[src/rtl/dual_timer_regs.vh]
// constants for the dual timer/counter pair block
// assumes a classic wishbone slave with 32-bit data, word indices below
`ifndef DUAL_TIMER_REGS_VH
`define DUAL_TIMER_REGS_VH
// per-pair register word index, pair 1 adds PAIR_STRIDE
`define IDX_LOWER_MODE   4'h0
`define IDX_UPPER_MODE   4'h1
`define IDX_LOWER_DATA   4'h2
`define IDX_UPPER_DATA   4'h3
`define IDX_EDGE_SEL     4'h4
`define IDX_FLAGS        4'h5
`define IDX_PORT_FUNC    4'h6
`define PAIR_STRIDE      4'h8
// lower mode register fields
`define LM_CAP           3
`define LM_CK_HI         2
`define LM_CK_LO         0
`define LM_CK_EVENT      3'h7
// upper mode register fields
`define UM_WIDE          5
`define UM_PULSE_WIDTH_ENABLE          4
`define UM_CAP           3
`define UM_CK_HI         1
`define UM_CK_LO         0
`define UM_CK_WIDE       2'h3
// flags register bits (write 1 to clear)
`define FL_LOWER_MATCH   0
`define FL_UPPER_MATCH   1
`define FL_LOWER_EDGE    2
`define FL_UPPER_EDGE    3
// edge select codes
`define EDGE_FALL        2'h1
`define EDGE_RISE        2'h2
`define EDGE_BOTH        2'h3
// port function bit routing compare to pin
`define PF_ROUTE         0
`define MODE_RESET       8'h00
`endif

[src/rtl/timer_prescaler.v]
// free-running prescaler giving one-cycle ticks for each divide ratio
// assumes mclk is the oscillator reference; runs from reset
`include "dual_timer_regs.vh"
module timer_prescaler #(
  parameter WIDTH = 11
) (
  input  wire             mclk,     // system clock
  input  wire             rst,      // sync reset
  output wire [WIDTH-1:0] tickVec   // tickVec[n] pulses every 2^(n+1) clocks
);
  reg  [WIDTH-1:0] div_ff;
  reg  [WIDTH-1:0] prev_ff;
  wire [WIDTH-1:0] nxt_div;

  assign nxt_div = div_ff + {{(WIDTH-1){1'b0}}, 1'b1};

  always @(posedge mclk) begin
    if (rst) begin
      div_ff  <= {WIDTH{1'b0}};
      prev_ff <= {WIDTH{1'b0}};
    end else begin
      div_ff  <= nxt_div;
      prev_ff <= div_ff;
    end
  end

  // falling edge of each divider bit is a single tick per period
  assign tickVec = prev_ff & ~div_ff;
endmodule

[src/rtl/dual_timer_counter.v]
// two identical timer pairs, each 8+8 bits, chainable to 16 bits, wishbone slave
// assumes inputs synchronous to mclk; edge detection on external pins is done here
`include "dual_timer_regs.vh"
module dual_timer_counter #(
  parameter PAIRS = 2
) (
  input  wire             mclk,        // system clock, 40 MHz
  input  wire             rst,         // sync reset, active high
  input  wire [31:0]      wb_adr_i,    // byte address
  input  wire [31:0]      wb_dat_i,    // write data
  output reg  [31:0]      wb_dat_o,    // read data
  input  wire [3:0]       wb_sel_i,    // byte lanes
  input  wire             wb_we_i,     // write enable
  input  wire             wb_cyc_i,    // cycle
  input  wire             wb_stb_i,    // strobe
  output reg              wb_ack_o,    // acknowledge
  input  wire [PAIRS-1:0] eventInput,  // event input pins, one per pair
  input  wire [PAIRS-1:0] edgeLower,   // external edge input for lower capture
  input  wire [PAIRS-1:0] edgeUpper,   // external edge input for upper capture
  output wire [PAIRS-1:0] comparePin,  // compare toggle pin per pair
  output wire [PAIRS-1:0] comparePinOe,// compare pin drive enable
  output wire [PAIRS-1:0] matchIrq     // level: any flag set in the pair
);
  wire [10:0] tickVec;

  timer_prescaler #(.WIDTH(11)) u_pre (
    .mclk    (mclk),
    .rst     (rst),
    .tickVec (tickVec)
  );

  // lower select: 2,4,8,32,128,512,2048 -> tick bits 0,1,2,4,6,8,10
  function lowerTick;
    input [2:0]  sel;
    input [10:0] t;
    begin
      case (sel)
        3'h0:    lowerTick = t[0];
        3'h1:    lowerTick = t[1];
        3'h2:    lowerTick = t[2];
        3'h3:    lowerTick = t[4];
        3'h4:    lowerTick = t[6];
        3'h5:    lowerTick = t[8];
        3'h6:    lowerTick = t[10];
        default: lowerTick = 1'b0;
      endcase
    end
  endfunction

  // upper select: 1, 2, 8; code 11 is reserved for the chained mode
  function upperTick;
    input [1:0]  sel;
    input [10:0] t;
    begin
      case (sel)
        2'h0:    upperTick = 1'b1;
        2'h1:    upperTick = t[0];
        2'h2:    upperTick = t[2];
        default: upperTick = 1'b0;
      endcase
    end
  endfunction

  function edgeHit;
    input [1:0] mode;
    input       prev;
    input       cur;
    begin
      case (mode)
        `EDGE_FALL: edgeHit = prev & ~cur;
        `EDGE_RISE: edgeHit = ~prev & cur;
        `EDGE_BOTH: edgeHit = prev ^ cur;
        default:    edgeHit = 1'b0;
      endcase
    end
  endfunction

  wire [3:0] wordIdx  = wb_adr_i[5:2];
  wire [3:0] localIdx = {1'b0, wordIdx[2:0]};
  wire       pairSel  = wordIdx[3];
  wire       busReq   = wb_cyc_i & wb_stb_i & ~wb_ack_o;
  wire       busWr    = busReq & wb_we_i & wb_sel_i[0];
  wire       inRange  = (wb_adr_i[31:6] == 26'h0000000) && (wordIdx[2:0] <= `IDX_PORT_FUNC);

  reg [7:0] lowerMode_ff  [0:PAIRS-1];
  reg [7:0] upperMode_ff  [0:PAIRS-1];
  reg [7:0] lowerCount_ff [0:PAIRS-1];
  reg [7:0] upperCount_ff [0:PAIRS-1];
  reg [7:0] lowerData_ff  [0:PAIRS-1];
  reg [7:0] upperData_ff  [0:PAIRS-1];
  reg [7:0] lowerCap_ff   [0:PAIRS-1];
  reg [7:0] upperCap_ff   [0:PAIRS-1];
  reg [3:0] edgeSel_ff    [0:PAIRS-1];
  reg [3:0] flags_ff      [0:PAIRS-1];
  reg       route_ff      [0:PAIRS-1];
  reg       cmp_ff        [0:PAIRS-1];
  reg       evPrev_ff     [0:PAIRS-1];
  reg       loPrev_ff     [0:PAIRS-1];
  reg       upPrev_ff     [0:PAIRS-1];

  genvar g;
  generate
    for (g = 0; g < PAIRS; g = g + 1) begin : pair
      wire [7:0] lm     = lowerMode_ff[g];
      wire [7:0] um     = upperMode_ff[g];
      wire       wide   = um[`UM_WIDE] & (um[`UM_CK_HI:`UM_CK_LO] == `UM_CK_WIDE) & ~um[`UM_PULSE_WIDTH_ENABLE];
      wire       loCap  = lm[`LM_CAP];
      wire       upCap  = um[`UM_CAP] & ~wide & ~um[`UM_PULSE_WIDTH_ENABLE];
      wire       evRise = ~evPrev_ff[g] & eventInput[g];
      // select 111 counts event pin
      wire       loTick = (lm[`LM_CK_HI:`LM_CK_LO] == `LM_CK_EVENT) ? evRise :
                          lowerTick(lm[`LM_CK_HI:`LM_CK_LO], tickVec);
      wire       upTick = upperTick(um[`UM_CK_HI:`UM_CK_LO], tickVec) & ~um[`UM_PULSE_WIDTH_ENABLE];
      wire       loEdge = edgeHit(edgeSel_ff[g][1:0], loPrev_ff[g], edgeLower[g]);
      wire       upEdge = edgeHit(edgeSel_ff[g][3:2], upPrev_ff[g], edgeUpper[g]);
      wire [15:0] cnt16 = {upperCount_ff[g], lowerCount_ff[g]};
      wire [15:0] dat16 = {upperData_ff[g], lowerData_ff[g]};
      wire       loMatch = wide ? (loTick & (cnt16 == dat16))
                                : (loTick & (lowerCount_ff[g] == lowerData_ff[g]));
      wire       upMatch = ~wide & upTick & (upperCount_ff[g] == upperData_ff[g]);
      wire       pairWr = busWr & (pairSel == ((g % 2) == 1));
      wire [15:0] nxt_cnt16 = cnt16 + 16'h0001;
      wire [3:0] clrMask = (pairWr && localIdx == `IDX_FLAGS) ? wb_dat_i[3:0] : 4'h0;
      wire [3:0] setMask = {upCap & upEdge, (loCap | wide & loCap) & loEdge, upMatch, loMatch};

      always @(posedge mclk) begin
        if (rst) begin
          lowerMode_ff[g]  <= `MODE_RESET;
          upperMode_ff[g]  <= `MODE_RESET;
          lowerCount_ff[g] <= 8'h00;
          upperCount_ff[g] <= 8'h00;
          lowerData_ff[g]  <= 8'hFF;
          upperData_ff[g]  <= 8'hFF;
          lowerCap_ff[g]   <= 8'h00;
          upperCap_ff[g]   <= 8'h00;
          edgeSel_ff[g]    <= 4'h0;
          flags_ff[g]      <= 4'h0;
          route_ff[g]      <= 1'b0;
          cmp_ff[g]        <= 1'b0;
          evPrev_ff[g]     <= 1'b0;
          loPrev_ff[g]     <= 1'b0;
          upPrev_ff[g]     <= 1'b0;
        end else begin
          evPrev_ff[g] <= eventInput[g];
          loPrev_ff[g] <= edgeLower[g];
          upPrev_ff[g] <= edgeUpper[g];
          // set wins over a simultaneous software clear
          flags_ff[g]  <= (flags_ff[g] & ~clrMask) | setMask;
          if (pairWr) begin
            case (localIdx)
              `IDX_LOWER_MODE: lowerMode_ff[g] <= wb_dat_i[7:0];
              `IDX_UPPER_MODE: upperMode_ff[g] <= wb_dat_i[7:0];
              `IDX_LOWER_DATA: lowerData_ff[g] <= wb_dat_i[7:0];
              `IDX_UPPER_DATA: upperData_ff[g] <= wb_dat_i[7:0];
              `IDX_EDGE_SEL:   edgeSel_ff[g]   <= wb_dat_i[3:0];
              `IDX_PORT_FUNC:  route_ff[g]     <= wb_dat_i[`PF_ROUTE];
              default:         route_ff[g]     <= route_ff[g];
            endcase
          end
          // compare pin toggles on each match of the driving timer
          if (wide ? loMatch : upMatch)
            cmp_ff[g] <= ~cmp_ff[g];
          if (wide) begin
            if (loCap && loEdge) begin
              lowerCap_ff[g]   <= lowerCount_ff[g];
              upperCap_ff[g]   <= upperCount_ff[g];
              lowerCount_ff[g] <= 8'h00;
              upperCount_ff[g] <= 8'h00;
            end else if (loMatch) begin
              lowerCount_ff[g] <= 8'h00;
              upperCount_ff[g] <= 8'h00;
            end else if (loTick) begin
              lowerCount_ff[g] <= nxt_cnt16[7:0];
              upperCount_ff[g] <= nxt_cnt16[15:8];
            end
          end else begin
            if (loCap && loEdge) begin
              lowerCap_ff[g]   <= lowerCount_ff[g];
              lowerCount_ff[g] <= 8'h00;
            end else if (loMatch)
              lowerCount_ff[g] <= 8'h00;
            else if (loTick)
              lowerCount_ff[g] <= lowerCount_ff[g] + 8'h01;
            if (upCap && upEdge) begin
              upperCap_ff[g]   <= upperCount_ff[g];
              upperCount_ff[g] <= 8'h00;
            end else if (upMatch)
              upperCount_ff[g] <= 8'h00;
            else if (upTick)
              upperCount_ff[g] <= upperCount_ff[g] + 8'h01;
          end
        end
      end

      // pin driven only when routed and pulse-width output is off
      assign comparePin[g]   = cmp_ff[g];
      assign comparePinOe[g] = route_ff[g] & ~um[`UM_PULSE_WIDTH_ENABLE];
      assign matchIrq[g]     = |flags_ff[g];
    end
  endgenerate

  // one-wait-state slave: ack one cycle after the request is seen
  reg [31:0] nxt_rd;
  always @* begin
    nxt_rd = 32'h00000000;
    case (localIdx)
      `IDX_LOWER_MODE: nxt_rd[7:0] = lowerMode_ff[pairSel];
      `IDX_UPPER_MODE: nxt_rd[7:0] = upperMode_ff[pairSel];
      // capture mode reads capture register, data register never readable
      `IDX_LOWER_DATA: nxt_rd[7:0] = lowerMode_ff[pairSel][`LM_CAP] ? lowerCap_ff[pairSel]
                                                                     : lowerCount_ff[pairSel];
      `IDX_UPPER_DATA: nxt_rd[7:0] = (upperMode_ff[pairSel][`UM_CAP] | (upperMode_ff[pairSel][`UM_WIDE]
                                      & lowerMode_ff[pairSel][`LM_CAP])) ? upperCap_ff[pairSel]
                                                                          : upperCount_ff[pairSel];
      `IDX_EDGE_SEL:   nxt_rd[3:0] = edgeSel_ff[pairSel];
      `IDX_FLAGS:      nxt_rd[3:0] = flags_ff[pairSel];
      `IDX_PORT_FUNC:  nxt_rd[0]   = route_ff[pairSel];
      default:         nxt_rd      = 32'h00000000;
    endcase
    if (!inRange)
      nxt_rd = 32'h00000000;
  end

  always @(posedge mclk) begin
    if (rst) begin
      wb_ack_o <= 1'b0;
      wb_dat_o <= 32'h00000000;
    end else begin
      wb_ack_o <= busReq;
      wb_dat_o <= nxt_rd;
    end
  end
endmodule

[config.mk]
export PLATFORM = sky130hd
export DESIGN_NAME = dual_timer_counter
export DESIGN_NICKNAME = d
export VERILOG_FILES = /design/src/rtl/timer_prescaler.v /design/src/rtl/dual_timer_counter.v
export VERILOG_INCLUDE_DIRS = /design/src /design/src/rtl
export SDC_FILE = /design/constraint.sdc
export NUM_CORES = 1
export LEC_CHECK = 0
export ABC_AREA = 1
export BUFFER_PORTS_ARGS = -buffer_cell sky130_fd_sc_hd__buf_4
export CORE_UTILIZATION = 42
export CTS_BUF_LIST = sky130_fd_sc_hd__clkbuf_4 sky130_fd_sc_hd__clkbuf_8
export CTS_CLUSTER_DIAMETER = 50
export DETAILED_ROUTE_END_ITERATION = 10
export GPL_ROUTABILITY_DRIVEN = 0
export GPL_TIMING_DRIVEN = 0
export SYNTH_ARGS = -nofsm -noshare
export SYNTH_HDL_FRONTEND = slang
export SYNTH_HIERARCHICAL = 1
export SYNTH_SLANG_ARGS = --single-unit
[constraint.sdc]
create_clock -name mclk -period 3 [get_ports mclk]
set_clock_uncertainty 0.15 [all_clocks]
set_input_delay 0.45 -clock mclk [delete_from_list [all_inputs] [get_ports mclk]]
set_output_delay 0.45 -clock mclk [all_outputs]
set_load 0.1 [all_outputs]
# [After elaboration in Yosys (flattened, before gate mapping)]
# Memories as Yosys holds them, arrays and structs flattened.
# Index checks and enable logic that the tools add are counted.
[op_classes] n_lt_le_gt_ge=1 addsub=7 n_eq_ne=44 mux=213 bitwise=133 n_reduce_logical=17
[op_table] operator="$mux 8" count=42
[op_table] operator="$mux 1" count=154
[op_table] operator="$or 1x1->1" count=59
[op_table] operator="$and 1x1->1" count=43
[op_table] operator="$eq 3x3->1 const B" count=11
[op_table] operator="$add 16x1->16 const B" count=2
[op_table] operator="$add 8x1->8 const B" count=4
[op_table] operator="$eq 16x16->1" count=2
[op_table] operator="$eq 8x8->1" count=4
[op_table] operator="$logic_not 26->1" count=1
[op_table] operator="$eq 2x2->1 const B" count=12
[op_table] operator="$mux 4" count=6
[op_table] operator="$pmux 1 s7" count=3
[op_table] operator="$not 1->1" count=19
[op_table] operator="$eq 3x2->1 const B" count=6
[op_table] operator="$pmux 1 s3" count=6
[op_table] operator="$pmux 3 s6" count=1
[op_table] operator="$pmux 4 s4" count=1
[op_table] operator="$eq 2x1->1 const B" count=6
[op_table] operator="$add 11x1->11 const B" count=1
[op_table] operator="$and 11x11->11" count=1
[op_table] operator="$not 11->11" count=1
[op_table] operator="$eq 3x1->1 const B" count=3
[op_table] operator="$and 4x4->4" count=2
[op_table] operator="11 further kinds" count=25
[word_totals] regBits=55 in_bits=79 mem_bits_rw=154 memories=15 wordCells=435
[mem_list] name="lowerCap_ff" words=2 width=8 rd=1 rd_ports_with_merged_regs=0 write_ports=2 line="dual_timer_counter.v:91" rtl="reg [7:0] lowerCap_ff [0:PAIRS-1];"
[mem_list] name="lowerCount_ff" words=2 width=8 rd=3 rd_ports_with_merged_regs=0 write_ports=2 line="dual_timer_counter.v:87" rtl="reg [7:0] lowerCount_ff [0:PAIRS-1];"
[mem_list] name="lowerData_ff" words=2 width=8 rd=2 rd_ports_with_merged_regs=0 write_ports=2 line="dual_timer_counter.v:89" rtl="reg [7:0] lowerData_ff [0:PAIRS-1];"
[mem_list] name="lowerMode_ff" words=2 width=8 rd=3 rd_ports_with_merged_regs=0 write_ports=2 line="dual_timer_counter.v:85" rtl="reg [7:0] lowerMode_ff [0:PAIRS-1];"
[mem_list] name="upperCap_ff" words=2 width=8 rd=1 rd_ports_with_merged_regs=0 write_ports=2 line="dual_timer_counter.v:92" rtl="reg [7:0] upperCap_ff [0:PAIRS-1];"
[mem_list] name="upperCount_ff" words=2 width=8 rd=3 rd_ports_with_merged_regs=0 write_ports=2 line="dual_timer_counter.v:88" rtl="reg [7:0] upperCount_ff [0:PAIRS-1];"
[mem_list] name="9 more memories"

# [Logic depth before layout (Yosys ltp)]
[depth] ltp_word=16 ltp_mapped=12 ltp_nobuf=11

# [Hierarchy]
# The synthesis kept the hierarchy.
[modules_own_cells] mod="dual_timer_counter" cells_each=1092 n_inst=1 area_each_um2=9316.4
[modules_own_cells] mod="timer_prescaler" cells_each=118 n_inst=1 area_each_um2=867.1

# [Worst setup path after synthesis]
# Ideal clock, no wire load.
[synth_path] kind="register -> register" startpoint="register wb_ack_o" endpoint="memory lowerData_ff[1][0] (enable)" arrival_ns=2.053 stages_incl_launch_ff=5 path_slack_ns=0.413 setup_time_ns=0.384 path_cell_list="dfxtp_1 > nand3b_1 > nor4_4 > inv_2 > o21ai_0"
[synth_rtl] element="start, declared" line="dual_timer_counter.v:16" rtl="output reg wb_ack_o,"
[synth_rtl] element="start signal, assigned" line="dual_timer_counter.v:229" rtl="wb_ack_o <= busReq;"
[synth_rtl] element="end, declared" line="dual_timer_counter.v:89"

==> flow_metrics.py <==
metrics = {
    "status": {
        "run_status": "complete, no violations",
    },
    "clocking": {
        "post_cts.repair.setup_buffers": 0,
        "clock_tree.root_cell": "clkbuf_8",
        "cts.path.max_buffers": 2,
        "tritoncts_num_sinks": 181,
        "clock_latency_on_the_worst_skew_pair_ps": 500,
        "hold_buffers": 0,
        "cts-buffers-inserted": 17,
        "worst_setup_hold_path_clk_slew_ps": 110,
        "post_cts_resize_count": 0,
        "cts.htree.levels": 4,
        "tritoncts": "yes",
    },
    "power": {
        "power.share.combinational_pct": 14.4,
        "power.sequential.fraction_pct": 53.4,
        "switching_part_of_the_total_power_pct": 32.29,
        "vdd_ir_drop_max_mv": 0.3015,
        "pwr_density_cell_nw_per_um2": 471.9,
        "power.clock.fraction_pct": 32.3,
        "static-leakage-power_nw": 4.579,
        "internal-power_w": 0.003647,
        "net-switching-power_w": 0.001739,
    },
    "global_route": {
        "vias_in_the_first_global_route": 7545,
        "grt_antenna_before_repair": 0,
        "grt_util_all_layers_pct": 23.65,
        "global_route_total_overflow": 0,
        "pin_count_of_the_biggest_net_entering_global_routing": 21,
        "first_pass_grt_wire_length_um": 42320,
    },
    "critical_path": {
        "critPathMaxFanout": 9,
        "worst_path_max_delay_cell": "o21ai_0",
        "slowest_delay_ps": 960,
        "critPathArrivalTime_ps": 2590,
        "required_ps": 2970,
        "startpoint_type": "flop",
        "path_delay_family": "compound AO/OA/AOI/OAI gates",
        "worstSetupEndpointType": "flop",
        "critical_path_class": "reg2reg",
        "chain_of_cells_forming_the_critical_path": "nand3b_1 -> nor4_4 -> inv_2 -> o21ai_0",
        "critical_path_buf_inv_count": 1,
    },
    "floorplan": {
        "initial_utilization_pct": 42.82,
        "dieWidth_um": 156.7,
        "rows": 56,
        "coreArea_um2": 23470,
        "dieArea_um2": 24550,
        "io_pins": 118,
        "die-height_um": 156.7,
    },
    "cells_and_area": {
        "final_cell_mix": "274 x nand2_1, 173 x nor2_1, 140 x edfxtp_1, 127 x inv_1, 92 x buf_4",
        "fillerInstances": 2331,
        "antenna_cells": 0,
        "final_net_count": 1389,
        "finalNonFillerCells": 1629,
        "drive_above_1_share_pct": 14.50,
        "area_delta_synth_final_pct": 13.54,
        "layout.cells.most_common": "nand2_1",
    },
    "sta": {
        "max_slew_margin_pct": 19.78,
        "timing.final.crit_period_ps": 2616,
        "hold_slack_ps": 12.35,
        "final-hold-violation-count": 0,
        "final.setup.tns_ps": 0,
        "fmax_mhz": 382.2,
        "count_of_pins_over_their_slew_limit": 0,
        "rsz0062_at_grt": "false",
        "setup_viol": 0,
        "tightest_slew_ps": 1191,
        "timing.final.crit_share_pct": 87.20,
    },
    "routing": {
        "average_wire_per_standard_cell_um": 17.17,
        "antenna_violating_nets_post_route": 0,
        "detail_route.vias_per_cell": 5.106,
        "drt_first_pass_iters": 10,
        "postRouteWirelength_um": 27970,
        "detail_route.iter0.violations": 673,
        "vias": 8317,
        "final_routed_drc_violation_total": 0,
    },
    "run": {
        "drv_cap": 0,
    },
    "logic_synthesis": {
        "post_synth_instance_area_um2": 10050,
        "postSynthCellCount": 1192,
        "syn_avg_cell_area_um2": 8.432,
        "yosysWarnings": 6,
    },
    "placed_design": {
        "place.port_buffers": 63,
        "place.detailed.instances": 1597,
        "dp_hpwl_um": 21350,
    },
    "hold_path": {
        "worst_hold_path_type": "in2reg",
    },
}
worst paths after layout:
| path | startpoint | depth (start not counted) | slack [ps] | end |
|---|---|---|---|---|
| min | eventInput[1] | 3 | 10 | evPrev_ff[1]$_SDFF_PP0_ |
| min reg2reg | u_pre/div_ff[10]$_SDFF_PP0_ | 2 | 320 | u_pre/prev_ff[10]$_SDFF_PP0_ |
| max | wb_ack_o$_SDFF_PP0_ | 4 | 380 | upperData_ff[1][0]$_SDFFCE_PN1P_ |
| max reg2reg | wb_ack_o$_SDFF_PP0_ | 4 | 380 | upperData_ff[1][0]$_SDFFCE_PN1P_ |
registers in the layout, indices dropped and copies added, names as in the netlist, 2 cells and up:
| register | count |
|---|---|
| lowerMode_ff | 16 |
| route_ff | 2 |
| cmp_ff | 2 |
| flags_ff | 8 |
| lowerCount_ff | 16 |
| loPrev_ff | 2 |
| upperData_ff | 16 |
| wb_dat_o | 8 |
| upperMode_ff | 16 |
| upPrev_ff | 2 |
| u_pre/div_ff | 11 |
| edgeSel_ff | 8 |
| evPrev_ff | 2 |
| lowerData_ff | 16 |
| lowerCap_ff | 16 |
| upperCount_ff | 16 |
| upperCap_ff | 16 |
| u_pre/prev_ff | 7 |
stage by stage:
step                      utilization, %  area [µm²]  setup slack, ps  power (W)
after floorplan                        -       10140            413.1   0.003450
after global placement             46.90       11010            94.33   0.003690
after detailed placement           46.90       11010            88.73   0.003696
after CTS                          48.62       11410            373.0   0.005387
after global routing               48.62       11410            195.8   0.005564
final                              48.62       11410            383.9   0.005386
worst reg2reg max path: stages (launching register included):
cell and delay (ps):
dfxtp_1 320, nand3b_1 270, nor4_4 320, inv_2 210, o21ai_0 970
layout make-up:
cell class	count	area, µm²	share of cell area [%]
inverters	141	531.8	4.660
plain buffers	61	367.9	3.223
clock inverters	15	168.9	1.480
multi-input cells	832	4213	36.91
clock buffers	17	234.0	2.050
well taps	319	399.1	3.497
flip-flops and latches	181	5025	44.03
repair buffers	63	473.0	4.144
power groups by stage:
stage          clock network, W  registers, W  logic (W)
2_1_floorplan                 0       0.00290   0.000549
3_3_place_gp                  0       0.00293   0.000762
3_5_place_dp                  0       0.00293   0.000766
4_1_cts                 0.00175       0.00287   0.000768
5_1_grt                 0.00184       0.00288   0.000837
6_report                0.00174       0.00287   0.000773
layer usage:
metal	vias up	routed length, µm	GRT usage (%)	share of wire (%)
li1	4093	-	-	-
met1	3856	12460	31.26	45
met2	313	12790	37.80	46
met3	55	1958	4.846	7.0
met4	0	754	9.570	2.7
met5	-	0	0	0
No activity file was read; power rests on OpenSTA's default activity.
